[src/core/ppi_pkg.sv]
package ppi_pkg;

  ////////////////////////////////////////////////////////////////////////////
  // Pointer word layout and patterns
  localparam int FLAG_MSB = 15;
  localparam int FLAG_LSB = 12;
  localparam int SS_MSB = 11;
  localparam int SS_LSB = 10;
  localparam int VAL_MSB = 9;
  localparam logic [3:0] FLAG_NORMAL = 4'h6;
  localparam logic [3:0] FLAG_NDF = 4'h9;
  localparam logic [1:0] SS_SDH = 2'h2;
  localparam logic [15:0] AIS_WORD = 16'hFFFF;
  localparam logic [9:0] CONC_VALUE = 10'h3FF;
  localparam logic [9:0] PTR_MAX = 10'h30E;
  localparam logic [9:0] PTR_ZERO = 10'h000;
  localparam logic [9:0] PTR_ONE = 10'h001;
  // I bits at odd positions, D bits at even positions
  localparam logic [9:0] I_MASK = 10'h2AA;
  localparam logic [9:0] D_MASK = 10'h155;

  ////////////////////////////////////////////////////////////////////////////
  // Majority thresholds and frame persistence
  localparam logic [3:0] FLAG_ERR_MAX = 4'h1;
  localparam logic [3:0] SONET_ERR_MAX = 4'h2;
  localparam logic [3:0] SDH_MAJOR_MIN = 4'h3;
  localparam logic [3:0] SDH_MINOR_MAX = 4'h2;
  localparam logic [1:0] HOLD_FRAMES = 2'h3;
  localparam logic [1:0] STATE_NORMAL_PERSIST = 2'h3;
  localparam logic [1:0] AIS_PERSIST = 2'h3;
  localparam logic [3:0] LOP_PERSIST = 4'h8;

  ////////////////////////////////////////////////////////////////////////////
  // Register map (byte addresses) and fields
  localparam logic [31:0] ADDR_CTRL = 32'h0000_0000;
  localparam logic [31:0] ADDR_STAT = 32'h0000_0004;
  localparam logic [31:0] ADDR_PEND = 32'h0000_0008;
  localparam logic [7:0] CTRL_RESET = 8'h00;
  localparam int CTRL_SDH_BIT = 0;
  localparam int CTRL_ALARM_A_BIT = 4;
  localparam int CTRL_ALARM_B_BIT = 5;
  localparam int CTRL_LOSS_A_BIT = 6;
  localparam int CTRL_LOSS_B_BIT = 7;
  localparam int STAT_ALARM_BIT = 2;
  localparam int STAT_LOSS_BIT = 3;
  localparam int STAT_ALARM_LATCH_BIT = 4;
  localparam int STAT_LOSS_LATCH_BIT = 5;
  localparam int STAT_PTR_LSB = 16;
  localparam int PEND_ALARM_BIT = 0;
  localparam int PEND_LOSS_BIT = 1;
  localparam logic [1:0] RESP_OKAY = 2'h0;
  localparam logic [1:0] RESP_SLVERR = 2'h2;

  ////////////////////////////////////////////////////////////////////////////
  // Types
  typedef enum logic [1:0] {
    state_normal = 2'b00,
    state_pointer_lost = 2'b01,
    state_alarm_ind = 2'b10
  } ppi_state_t;

  typedef struct packed {
    logic awvalid;
    logic [31:0] awaddr;
    logic wvalid;
    logic [31:0] wdata;
    logic [3:0] wstrb;
    logic bready;
    logic arvalid;
    logic [31:0] araddr;
    logic rready;
  } ppi_axi_req_t;

  typedef struct packed {
    logic awready;
    logic wready;
    logic bvalid;
    logic [1:0] bresp;
    logic arready;
    logic rvalid;
    logic [31:0] rdata;
    logic [1:0] rresp;
  } ppi_axi_rsp_t;

  typedef struct packed {
    ppi_state_t state;
    logic [9:0] ptr;
    logic [9:0] cand;
    logic [1:0] cand_cnt;
    logic [1:0] ais_cnt;
    logic [3:0] inv_cnt;
    logic [1:0] hold;
    logic [15:0] word;
    logic word_seen;
    logic conc_bad;
    logic [7:0] ctrl;
    logic lat_ais;
    logic lat_lop;
    logic pend_ais;
    logic pend_lop;
    logic irq_a;
    logic irq_b;
    logic aw_have;
    logic [31:0] aw_addr;
    logic w_have;
    logic [31:0] wdata;
    logic [3:0] wstrb;
    ppi_axi_rsp_t rsp;
  } ppi_regs_t;

endpackage

[src/core/ppi_pointer_interp.sv]
//////////////////////////////////////////////////////////////////////////////
// Functional notes
// - Normal flag with current pointer, I bits inverted, means increment.
// - Normal flag with current pointer, D bits inverted, means decrement.
// - Normal: 3 of 4 flag bits 0110, value 0..782, SS checked in SDH.
// - New data flag: 3 of 4 flag bits 1001, value in range, SS as normal.
// - AIS pointer is the all-ones sixteen bit word.
// - Secondary words must be normal concatenation or all-ones, else invalid.
// - No justification for three frames after justification or new data flag.
// - SONET increment: at least 8 of 10 bits match D kept, I inverted.
// - SONET decrement: at least 8 of 10 bits match I kept, D inverted.
// - SDH increment: 3 or more I inverted, 2 or fewer D inverted.
// - SDH decrement: 3 or more D inverted, 2 or fewer I inverted.
// - SDH: 3 or more of both inverted gives no justification.
// - Three state machine: normal, pointer lost, alarm indication.
// - In normal, one valid new data flag adopts its value, stays normal.
// - Three equal valid normal pointers from any state enter normal.
// - Eight invalid pointers from normal or alarm enter pointer lost.
// - One valid justification word adjusts the pointer at once.
// - In alarm state only the AIS pointer counts as valid.
// - In normal, a normal pointer equal to current also counts valid.
// - Alarm state change sets latch-high and pending bits, two masked IRQs.
// - Loss state change sets latch-high and pending bits, two masked IRQs.
// - Flag bits 15:12, SS 11:10, value 9:0 with I at odd bits.
// - SDH mode compares SS with 10, mismatch is invalid.
// - Configuration bit selects SONET or SDH interpretation.
// - Ten bit value is payload offset after H3.
module ppi_pointer_interp (
  input wire logic core_clk_i,
  input wire logic rst_n_i,
  input wire logic frame_aligned_i,
  input wire logic ptr_strobe_i,
  input wire logic [15:0] ptr_word_i,
  input wire logic conc_strobe_i,
  input wire logic [15:0] conc_word_i,
  input wire logic frame_done_i,
  input wire ppi_pkg::ppi_axi_req_t axi_req_i,
  output ppi_pkg::ppi_axi_rsp_t axi_rsp_o,
  output logic irq_out_a_o,
  output logic irq_out_b_o
);

  // Ones count over a ten bit field
  function automatic logic [3:0] ppi_ones(input logic [9:0] v);
    logic [3:0] n;
    n = 4'h0;
    for (int k = 0; k < 10; k++) begin
      n = n + {3'h0, v[k]};
    end
    return n;
  endfunction

  ppi_pkg::ppi_regs_t r_reg;
  ppi_pkg::ppi_regs_t r_next;

  logic eval;
  logic sdh;
  logic [9:0] val;
  logic ss_ok;
  logic in_range;
  logic is_ais;
  logic flag_state_normal;
  logic flag_ndf;
  logic clean;
  logic ndf_ok;
  logic state_normal_ok;
  logic [3:0] inc_err;
  logic [3:0] dec_err;
  logic [3:0] inv_i;
  logic [3:0] inv_d;
  logic inc_hit;
  logic dec_hit;
  logic jus_ok;
  logic do_inc;
  logic do_dec;
  logic valid_state_normal;
  logic invalid;
  logic conc_ok;
  logic ais_chg;
  logic lop_chg;
  logic aw_take;
  logic w_take;
  logic ar_take;
  logic wr_go;
  logic rd_stat;
  logic rd_pend;

  //////////////////////////////////////////////////////////////////////////////
  // Pointer word classification
  always_comb begin
    eval = frame_done_i && frame_aligned_i;
    sdh = r_reg.ctrl[ppi_pkg::CTRL_SDH_BIT];
    val = r_reg.word[ppi_pkg::VAL_MSB:0];
    ss_ok = !sdh || (r_reg.word[ppi_pkg::SS_MSB:ppi_pkg::SS_LSB] == ppi_pkg::SS_SDH);
    in_range = val <= ppi_pkg::PTR_MAX;
    is_ais = r_reg.word == ppi_pkg::AIS_WORD;
    flag_state_normal = ppi_ones({6'h00, r_reg.word[ppi_pkg::FLAG_MSB:ppi_pkg::FLAG_LSB] ^ ppi_pkg::FLAG_NORMAL})
                <= ppi_pkg::FLAG_ERR_MAX;
    flag_ndf = ppi_ones({6'h00, r_reg.word[ppi_pkg::FLAG_MSB:ppi_pkg::FLAG_LSB] ^ ppi_pkg::FLAG_NDF})
               <= ppi_pkg::FLAG_ERR_MAX;
    // A missing primary word or a bad secondary pair spoils the frame
    clean = r_reg.word_seen && !r_reg.conc_bad;
    ndf_ok = clean && flag_ndf && in_range && ss_ok;
    state_normal_ok = clean && flag_state_normal && in_range && ss_ok;
    // Distance to the two justification patterns
    inc_err = ppi_ones(val ^ (r_reg.ptr ^ ppi_pkg::I_MASK));
    dec_err = ppi_ones(val ^ (r_reg.ptr ^ ppi_pkg::D_MASK));
    inv_i = ppi_ones((val ^ r_reg.ptr) & ppi_pkg::I_MASK);
    inv_d = ppi_ones((val ^ r_reg.ptr) & ppi_pkg::D_MASK);
    if (sdh) begin
      inc_hit = (inv_i >= ppi_pkg::SDH_MAJOR_MIN) && (inv_d <= ppi_pkg::SDH_MINOR_MAX);
      dec_hit = (inv_d >= ppi_pkg::SDH_MAJOR_MIN) && (inv_i <= ppi_pkg::SDH_MINOR_MAX);
    end else begin
      inc_hit = inc_err <= ppi_pkg::SONET_ERR_MAX;
      dec_hit = dec_err <= ppi_pkg::SONET_ERR_MAX;
    end
    // Range is not checked: an inverted pattern may exceed 782 numerically
    jus_ok = eval && clean && flag_state_normal && ss_ok && (r_reg.state == ppi_pkg::state_normal)
             && (r_reg.hold == 2'h0);
    do_inc = jus_ok && inc_hit;
    do_dec = jus_ok && dec_hit && !inc_hit;
    valid_state_normal = ndf_ok || (state_normal_ok && (val == r_reg.ptr)) || do_inc || do_dec;
    invalid = (r_reg.state == ppi_pkg::state_alarm_ind) ? !is_ais : !valid_state_normal;
    // Secondary pair check on the live word
    conc_ok = (conc_word_i == ppi_pkg::AIS_WORD)
              || ((ppi_ones({6'h00, conc_word_i[ppi_pkg::FLAG_MSB:ppi_pkg::FLAG_LSB] ^ ppi_pkg::FLAG_NORMAL})
                   <= ppi_pkg::FLAG_ERR_MAX)
                  && (conc_word_i[ppi_pkg::VAL_MSB:0] == ppi_pkg::CONC_VALUE)
                  && (!sdh || (conc_word_i[ppi_pkg::SS_MSB:ppi_pkg::SS_LSB] == ppi_pkg::SS_SDH)));
  end

  //////////////////////////////////////////////////////////////////////////////
  // Next state: frame decision, alarms, bus slave
  always_comb begin
    r_next = r_reg;
    aw_take = axi_req_i.awvalid && r_reg.rsp.awready;
    w_take = axi_req_i.wvalid && r_reg.rsp.wready;
    ar_take = axi_req_i.arvalid && r_reg.rsp.arready;
    wr_go = r_reg.aw_have && r_reg.w_have && !r_reg.rsp.bvalid;
    rd_stat = ar_take && (axi_req_i.araddr == ppi_pkg::ADDR_STAT);
    rd_pend = ar_take && (axi_req_i.araddr == ppi_pkg::ADDR_PEND);

    // Per-frame interpretation
    if (eval) begin
      r_next.word_seen = 1'b0;
      r_next.conc_bad = 1'b0;
      r_next.hold = (r_reg.hold != 2'h0) ? r_reg.hold - 2'h1 : 2'h0;
      r_next.ais_cnt = is_ais ? ((r_reg.ais_cnt == ppi_pkg::AIS_PERSIST) ? r_reg.ais_cnt
                                 : r_reg.ais_cnt + 2'h1) : 2'h0;
      r_next.inv_cnt = invalid ? ((r_reg.inv_cnt == ppi_pkg::LOP_PERSIST) ? r_reg.inv_cnt
                                  : r_reg.inv_cnt + 4'h1) : 4'h0;
      if (state_normal_ok && (val == r_reg.cand)) begin
        r_next.cand_cnt = (r_reg.cand_cnt == ppi_pkg::STATE_NORMAL_PERSIST) ? r_reg.cand_cnt
                          : r_reg.cand_cnt + 2'h1;
      end else if (state_normal_ok) begin
        r_next.cand = val;
        r_next.cand_cnt = 2'h1;
      end else begin
        r_next.cand_cnt = 2'h0;
      end
      // Pointer moves inside normal state
      if ((r_reg.state == ppi_pkg::state_normal) && ndf_ok) begin
        r_next.ptr = val;
        r_next.hold = ppi_pkg::HOLD_FRAMES;
      end else if (do_inc) begin
        r_next.ptr = (r_reg.ptr == ppi_pkg::PTR_MAX) ? ppi_pkg::PTR_ZERO : r_reg.ptr + ppi_pkg::PTR_ONE;
        r_next.hold = ppi_pkg::HOLD_FRAMES;
      end else if (do_dec) begin
        r_next.ptr = (r_reg.ptr == ppi_pkg::PTR_ZERO) ? ppi_pkg::PTR_MAX : r_reg.ptr - ppi_pkg::PTR_ONE;
        r_next.hold = ppi_pkg::HOLD_FRAMES;
      end
      // State transitions, AIS and invalid counters restart on entry
      case (r_reg.state)
        ppi_pkg::state_normal,
        ppi_pkg::state_pointer_lost,
        ppi_pkg::state_alarm_ind: begin
          if (r_next.cand_cnt == ppi_pkg::STATE_NORMAL_PERSIST && state_normal_ok && !((r_reg.state == ppi_pkg::state_normal)
              && (ndf_ok || do_inc || do_dec))) begin
            r_next.state = ppi_pkg::state_normal;
            r_next.ptr = val;
          end else if ((r_next.ais_cnt == ppi_pkg::AIS_PERSIST) && (r_reg.state != ppi_pkg::state_alarm_ind)) begin
            r_next.state = ppi_pkg::state_alarm_ind;
          end else if ((r_next.inv_cnt == ppi_pkg::LOP_PERSIST) && (r_reg.state != ppi_pkg::state_pointer_lost)) begin
            r_next.state = ppi_pkg::state_pointer_lost;
          end
        end
        default: begin
          r_next.state = ppi_pkg::state_pointer_lost;
        end
      endcase
      if (r_next.state != r_reg.state) begin
        r_next.ais_cnt = 2'h0;
        r_next.inv_cnt = 4'h0;
      end
    end

    // Word capture after the frame clear, so a new word is never lost
    if (ptr_strobe_i) begin
      r_next.word = ptr_word_i;
      r_next.word_seen = 1'b1;
    end
    if (conc_strobe_i && !conc_ok) begin
      r_next.conc_bad = 1'b1;
    end

    // Alarm events: set wins over read clear
    ais_chg = (r_next.state == ppi_pkg::state_alarm_ind) != (r_reg.state == ppi_pkg::state_alarm_ind);
    lop_chg = (r_next.state == ppi_pkg::state_pointer_lost) != (r_reg.state == ppi_pkg::state_pointer_lost);
    if (rd_stat) begin
      // After a read the latch falls back to the live status
      r_next.lat_ais = (r_reg.state == ppi_pkg::state_alarm_ind) || ais_chg;
      r_next.lat_lop = (r_reg.state == ppi_pkg::state_pointer_lost) || lop_chg;
    end else begin
      r_next.lat_ais = r_reg.lat_ais || ais_chg;
      r_next.lat_lop = r_reg.lat_lop || lop_chg;
    end
    r_next.pend_ais = (r_reg.pend_ais && !rd_pend) || ais_chg;
    r_next.pend_lop = (r_reg.pend_lop && !rd_pend) || lop_chg;
    r_next.irq_a = (r_reg.pend_ais && r_reg.ctrl[ppi_pkg::CTRL_ALARM_A_BIT])
                   || (r_reg.pend_lop && r_reg.ctrl[ppi_pkg::CTRL_LOSS_A_BIT]);
    r_next.irq_b = (r_reg.pend_ais && r_reg.ctrl[ppi_pkg::CTRL_ALARM_B_BIT])
                   || (r_reg.pend_lop && r_reg.ctrl[ppi_pkg::CTRL_LOSS_B_BIT]);

    // Write channels: address and data held until both are present
    if (aw_take) begin
      r_next.aw_have = 1'b1;
      r_next.aw_addr = axi_req_i.awaddr;
    end
    if (w_take) begin
      r_next.w_have = 1'b1;
      r_next.wdata = axi_req_i.wdata;
      r_next.wstrb = axi_req_i.wstrb;
    end
    if (r_reg.rsp.bvalid && axi_req_i.bready) begin
      r_next.rsp.bvalid = 1'b0;
    end
    if (wr_go) begin
      r_next.aw_have = 1'b0;
      r_next.w_have = 1'b0;
      r_next.rsp.bvalid = 1'b1;
      if (r_reg.aw_addr == ppi_pkg::ADDR_CTRL) begin
        r_next.rsp.bresp = ppi_pkg::RESP_OKAY;
        if (r_reg.wstrb[0]) begin
          r_next.ctrl = r_reg.wdata[7:0];
        end
      end else begin
        // Status words are read only; a write there is refused
        r_next.rsp.bresp = ppi_pkg::RESP_SLVERR;
      end
    end

    // Read channel
    if (r_reg.rsp.rvalid && axi_req_i.rready) begin
      r_next.rsp.rvalid = 1'b0;
    end
    if (ar_take) begin
      r_next.rsp.rvalid = 1'b1;
      r_next.rsp.rdata = 32'h0000_0000;
      r_next.rsp.rresp = ppi_pkg::RESP_OKAY;
      case (axi_req_i.araddr)
        ppi_pkg::ADDR_CTRL: begin
          r_next.rsp.rdata[7:0] = r_reg.ctrl;
        end
        ppi_pkg::ADDR_STAT: begin
          r_next.rsp.rdata[1:0] = r_reg.state;
          r_next.rsp.rdata[ppi_pkg::STAT_ALARM_BIT] = r_reg.state == ppi_pkg::state_alarm_ind;
          r_next.rsp.rdata[ppi_pkg::STAT_LOSS_BIT] = r_reg.state == ppi_pkg::state_pointer_lost;
          r_next.rsp.rdata[ppi_pkg::STAT_ALARM_LATCH_BIT] = r_reg.lat_ais;
          r_next.rsp.rdata[ppi_pkg::STAT_LOSS_LATCH_BIT] = r_reg.lat_lop;
          r_next.rsp.rdata[ppi_pkg::STAT_PTR_LSB +: 10] = r_reg.ptr;
        end
        ppi_pkg::ADDR_PEND: begin
          r_next.rsp.rdata[ppi_pkg::PEND_ALARM_BIT] = r_reg.pend_ais;
          r_next.rsp.rdata[ppi_pkg::PEND_LOSS_BIT] = r_reg.pend_lop;
        end
        default: begin
          r_next.rsp.rresp = ppi_pkg::RESP_SLVERR;
        end
      endcase
    end

    // Ready flags computed from what will be held next cycle
    r_next.rsp.awready = !r_next.aw_have && !r_next.rsp.bvalid;
    r_next.rsp.wready = !r_next.w_have && !r_next.rsp.bvalid;
    r_next.rsp.arready = !r_next.rsp.rvalid;
  end

  //////////////////////////////////////////////////////////////////////////////
  // State register, pointer lost after reset
  always_ff @(posedge core_clk_i or negedge rst_n_i) begin
    if (!rst_n_i) begin
      r_reg <= '0;
      r_reg.state <= ppi_pkg::state_pointer_lost;
      r_reg.ctrl <= ppi_pkg::CTRL_RESET;
    end else begin
      r_reg <= r_next;
    end
  end

  assign axi_rsp_o = r_reg.rsp;
  assign irq_out_a_o = r_reg.irq_a;
  assign irq_out_b_o = r_reg.irq_b;

  //////////////////////////////////////////////////////////////////////////////
  // Checks
  a_hold_blocks_jus: assert property (@(posedge core_clk_i) disable iff (!rst_n_i)
    (r_reg.hold != 2'h0) |-> !do_inc && !do_dec)
    else $error("justification accepted inside hold window");

  a_inc_wraps_zero: assert property (@(posedge core_clk_i) disable iff (!rst_n_i)
    do_inc |=> (r_reg.ptr == (($past(r_reg.ptr) == ppi_pkg::PTR_MAX) ? ppi_pkg::PTR_ZERO
                              : $past(r_reg.ptr) + ppi_pkg::PTR_ONE)) && (r_reg.hold == ppi_pkg::HOLD_FRAMES))
    else $error("increment did not step or wrap the pointer");

  a_ndf_adopts_val: assert property (@(posedge core_clk_i) disable iff (!rst_n_i)
    (eval && ndf_ok && r_reg.state == ppi_pkg::state_normal)
    |=> (r_reg.ptr == $past(val)) && (r_reg.state == ppi_pkg::state_normal))
    else $error("new data flag not adopted in normal state");

  a_ais_entry_three: assert property (@(posedge core_clk_i) disable iff (!rst_n_i)
    (eval && is_ais && r_reg.ais_cnt == 2'h2 && r_reg.state != ppi_pkg::state_alarm_ind && !state_normal_ok)
    |=> r_reg.state == ppi_pkg::state_alarm_ind)
    else $error("third AIS pointer did not enter alarm state");

  a_lop_entry_eight: assert property (@(posedge core_clk_i) disable iff (!rst_n_i)
    (eval && invalid && r_reg.inv_cnt == 4'h7 && r_reg.state != ppi_pkg::state_pointer_lost && !state_normal_ok && !is_ais)
    |=> r_reg.state == ppi_pkg::state_pointer_lost)
    else $error("eighth invalid pointer did not enter loss state");

  a_state_normal_entry_three: assert property (@(posedge core_clk_i) disable iff (!rst_n_i)
    (eval && state_normal_ok && val == r_reg.cand && r_reg.cand_cnt == 2'h2 && r_reg.state != ppi_pkg::state_normal)
    |=> (r_reg.state == ppi_pkg::state_normal) && (r_reg.ptr == $past(val)))
    else $error("three equal pointers did not enter normal state");

  a_sdh_both_none: assert property (@(posedge core_clk_i) disable iff (!rst_n_i)
    (sdh && inv_i >= 4'h3 && inv_d >= 4'h3) |-> !do_inc && !do_dec)
    else $error("justification taken with both halves inverted");

  a_alarm_only_ais: assert property (@(posedge core_clk_i) disable iff (!rst_n_i)
    (eval && r_reg.state == ppi_pkg::state_alarm_ind && !is_ais && r_reg.inv_cnt != ppi_pkg::LOP_PERSIST)
    |=> (r_reg.state != ppi_pkg::state_alarm_ind) || (r_reg.inv_cnt == $past(r_reg.inv_cnt) + 4'h1))
    else $error("non AIS word counted valid in alarm state");

  a_alarm_change_flags: assert property (@(posedge core_clk_i) disable iff (!rst_n_i)
    $changed(r_reg.state == ppi_pkg::state_alarm_ind) |-> r_reg.pend_ais && r_reg.lat_ais
    ##1 (r_reg.irq_a || !$past(r_reg.ctrl[ppi_pkg::CTRL_ALARM_A_BIT])))
    else $error("alarm state change not flagged");

  a_loss_change_flags: assert property (@(posedge core_clk_i) disable iff (!rst_n_i)
    $changed(r_reg.state == ppi_pkg::state_pointer_lost) |-> r_reg.pend_lop && r_reg.lat_lop)
    else $error("loss state change not flagged");

  a_sonet_inc_match: assert property (@(posedge core_clk_i) disable iff (!rst_n_i)
    (!sdh && do_inc) |-> (inc_err <= 4'h2) ##1 (r_reg.hold == 2'h3))
    else $error("SONET increment without eight matching bits");

  a_dec_steps_down: assert property (@(posedge core_clk_i) disable iff (!rst_n_i)
    do_dec |=> r_reg.ptr == (($past(r_reg.ptr) == ppi_pkg::PTR_ZERO) ? ppi_pkg::PTR_MAX
                             : $past(r_reg.ptr) - ppi_pkg::PTR_ONE))
    else $error("decrement did not step or wrap the pointer");

  a_irq_b_alarm: assert property (@(posedge core_clk_i) disable iff (!rst_n_i)
    (r_reg.pend_ais && r_reg.ctrl[ppi_pkg::CTRL_ALARM_B_BIT]) |=> r_reg.irq_b)
    else $error("pending alarm with B mask did not raise irq b");

  a_irq_a_loss: assert property (@(posedge core_clk_i) disable iff (!rst_n_i)
    (r_reg.pend_lop && r_reg.ctrl[ppi_pkg::CTRL_LOSS_A_BIT]) |=> r_reg.irq_a)
    else $error("pending loss with A mask did not raise irq a");

  a_pend_read_clear: assert property (@(posedge core_clk_i) disable iff (!rst_n_i)
    (rd_pend && !ais_chg && !lop_chg) |=> !r_reg.pend_ais && !r_reg.pend_lop)
    else $error("pending bits not cleared by read");

  a_ss_gate_sdh: assert property (@(posedge core_clk_i) disable iff (!rst_n_i)
    (sdh && r_reg.word[ppi_pkg::SS_MSB:ppi_pkg::SS_LSB] != ppi_pkg::SS_SDH) |-> !do_inc && !do_dec && !state_normal_ok)
    else $error("SS mismatch accepted in SDH mode");

endmodule

[config.mk]
export PLATFORM = sky130hd
export DESIGN_NAME = ppi_pointer_interp
export DESIGN_NICKNAME = d
export VERILOG_FILES = /design/src/core/ppi_pkg.sv /design/src/core/ppi_pointer_interp.sv
export SDC_FILE = /design/constraint.sdc
export NUM_CORES = 1
export LEC_CHECK = 0
export BUFFER_PORTS_ARGS = -buffer_cell sky130_fd_sc_hd__buf_2
export CELL_PAD_IN_SITES_DETAIL_PLACEMENT = 1
export CELL_PAD_IN_SITES_GLOBAL_PLACEMENT = 1
export CORE_MARGIN = 1
export CORE_UTILIZATION = 29
export CTS_BUF_LIST = sky130_fd_sc_hd__clkbuf_4
export CTS_CLUSTER_DIAMETER = 50
export DETAILED_ROUTE_END_ITERATION = 12
export HOLD_SLACK_MARGIN = 0.03
export PLACE_DENSITY_LB_ADDON = 0.12
export SLEW_MARGIN = 30
export SYNTH_ARGS = -nofsm -noshare
export SYNTH_HDL_FRONTEND = slang
export SYNTH_SLANG_ARGS = --single-unit
[constraint.sdc]
create_clock -name core_clk_i -period 12 [get_ports core_clk_i]
set_input_delay 0 -clock core_clk_i [delete_from_list [all_inputs] [get_ports core_clk_i]]
set_output_delay 0 -clock core_clk_i [all_outputs]
set_load 0.01 [all_outputs]
==> results.tsv <==
metric	value	unit
worst vdd ir	0.000154	V
Die W	165	um
top cell type by total area after synthesis	dfrtp_1	
Synth area leaders	dfrtp_1 (42%), mux2_2 (10%), fa_1 (4.9%)	
dominant cell by count in the synthesized netlist	dfrtp_1	
Critical Path AT	6.53	ns
Period minus WS final	6.09	ns
vias in the first global route	6722	
Max clock buf depth	2	
commonest cells in the netlist	dfrtp_1 (131), mux2_2 (71), nand2_1 (49)	
FILL cells	2999	
syn avg cell area	10.7	sq um
WHS	0.101	ns
Crit Path Class	reg -> reg	
Post-synth EDFFs	0	
clock tree sinks	132	
drt pass-1 iters	8	
Vias per Instance	4.91	
Crit Path Max Fanout	13	
initial antenna violation count	1	
relative slew slack	0.474	
drt initial violations	243	
Total Nets Final	1092	
total gr overflow	0	
worst flop-to-flop path startpoint	r_reg[166]	
Die Area	27400	sq um
failing checks	DRC	
post-synthesis sequential area ratio	0.426	
post-DP HPWL	15400	um
register bit count reported by yosys	132	
setup TNS	0	ns
RSZ-0062 raised after global routing	false	
register area	3300	sq um
Post-synth ARST share	1.00	
row count	59	
min-delay src	axi_req_i[23]	
CP max stage delay	0.69	ns
Detail Route Antenna Nets	0	
routability cong.	0.857	
Yosys top cell area share	0.423	
CTS tree	done	
Hold Crit Class	in -> reg	
CP most frequent cell	fa_1	
Area growth, synth to finish	25.8	%
Root Driver	clkbuf_4	
Buf+Inv Stages, Crit Path	3	
Worst R2R Setup Slack	5.91	ns
Syn Inst Count	724	
top_reg_cell synth	dfrtp_1	
H-tree depth	4	
first-pass GRT wire length	35000	um
pin count of the biggest net entering global routing	86	
worst clock skew	0.0211	ns
setup-violating endpoint count in the final report	0	
crit-path leading delay family	adder cells	
Die H	165	um
crit path from	r_reg[166]	
status	finished, violations left	
crit-path cells	xor2_1 -> inv_1 -> fa_1 -> fa_1 -> fa_1 -> inv_1 -> ha_1 -> inv_1 -> fa_1 -> nor2b_1 -> a311oi_1 -> a22oi_2 -> nor3_2 -> and3_1 -> o22ai_1 -> and3_1 -> or4b_1	
Max Fclk	0.164	GHz
gr usage total	0.165	
io pins	186	
layout cells sized above 1	0.296	
WP depth	17	
Cell variety after synth	82	
Leakage	4.40	nW
Ys Warns	0	
Critical Path End Type	register	
Reg clk slew, reported paths	0.14	ns
Max Cap Viol	0	
via count	6207	
I/O Buffers	142	
Final Power	2.17	mW
number of flip-flops in the largest register	105	
cts repair resizes	0	
CP endpoint	r_reg[168]	
Crit-path slowest cell	dfrtp_1	
Worst Reg-to-Reg Cells	17	
Pins Over Slew Limit	0	
P per Cell Area	223	nW/um^2
DR WL/cell	16.8	um
CP required	12.44	ns
Reg-to-Reg End	r_reg[168]	
CTS Buf Count	17	
Total Wirelength	21300	um
Mapped Area	7750	sq um
insertion delay to the later sink of the worst-skew pair	0.55	ns
fin crit share	0.508	
drt drc	9	
post-CTS setup buffer count	0	
Initial Util	0.297	
worst-margin pin slew	0.790	ns
Final Hold Viols	0	
Core ar.	26100	sq um
multi-input combinational cell area	3820	sq um
CP startpoint kind	register	
==> worst min-delay path by stage <==
stage	end	slack, ns	cells past startpoint
3_5_place_dp	axi_rsp_o[35]	0.08	1
3_3_place_gp	axi_rsp_o[35]	0.06	1
5_1_grt	r_reg[114]	0.11	6
2_1_floorplan	axi_rsp_o[18]	-0.30	0
6_report	axi_rsp_o[2]	0.10	6
4_1_cts	axi_rsp_o[2]	0.04	6
==> worst min-delay path, stage by stage <==
cell and delay (ns):
buf_2 0.08, nor2_1 0.03, nand4_1 0.08, nor3_1 0.06
nand2b_1 0.23, o21ai_0 0.13
==> metrics by stage <==
stage               setup WS [ns]  cell area [sq um]   util  instances
floorplan                    7.00               7800      -        739
global route                 5.56               9740  0.373       1265
CTS                          5.90               9740  0.373       1264
finish                       5.91               9740  0.373       1265
detailed placement           5.94               8450  0.324       1138
global placement             6.11               8450  0.323       1138
==> cell families after synthesis <==
group / count (synthesis) / synth area share
xor+xnor: 25 / 0.0283
buf+inv: 127 / 0.0880
other cells: 1 / 0.000484
simple gates: 193 / 0.142
flops: 132 / 0.426
mux: 82 / 0.117
fa+ha+maj: 33 / 0.0717
compound gates: 131 / 0.125
==> metal layers <==
layer / up-vias / wire [um] / global-route usage
met5: - / 0 / 0
met4: 0 / 233 / 0.0405
met3: 17 / 789 / 0.0340
met2: 123 / 10900 / 0.288
met1: 3146 / 9370 / 0.206
li1: 2921 / - / -
==> where the power goes <==
part	total [mW]	internal, mW	switching [mW]
sequential	0.698	0.566	0.131
clock	0.366	0.172	0.194
combinational	1.11	0.494	0.614
total	2.17	1.23	0.940
==> cell usage in the layout (no fill, tap or decap), drive strengths merged, types with 19 or more instances in the layout <==
cell type	instances
buf	146
dfrtp	131
dlygate4sd3	93
fa	19
inv	52
mux2	71
nand2	50
nor2	29
nor4	23
o21ai	32
==> cell type report <==
| class | count | area share |
|---|---|---|
| multi-input cells | 480 | 0.392 |
| flip-flops and latches | 132 | 0.339 |
| repair buffers | 239 | 0.172 |
| well taps | 335 | 0.0430 |
| clock inverters | 15 | 0.0226 |
| inverters | 46 | 0.0177 |
| clock buffers | 17 | 0.0131 |
| diodes | 1 | 0.000257 |
==> timing repair <==
item / 4_1_cts / 5_1_grt
setup endpoints to repair: 0 / 0
hold buffers: 94 / 0
hold endpoints to repair: 135 / 0
(Power assumes the default switching activity.)
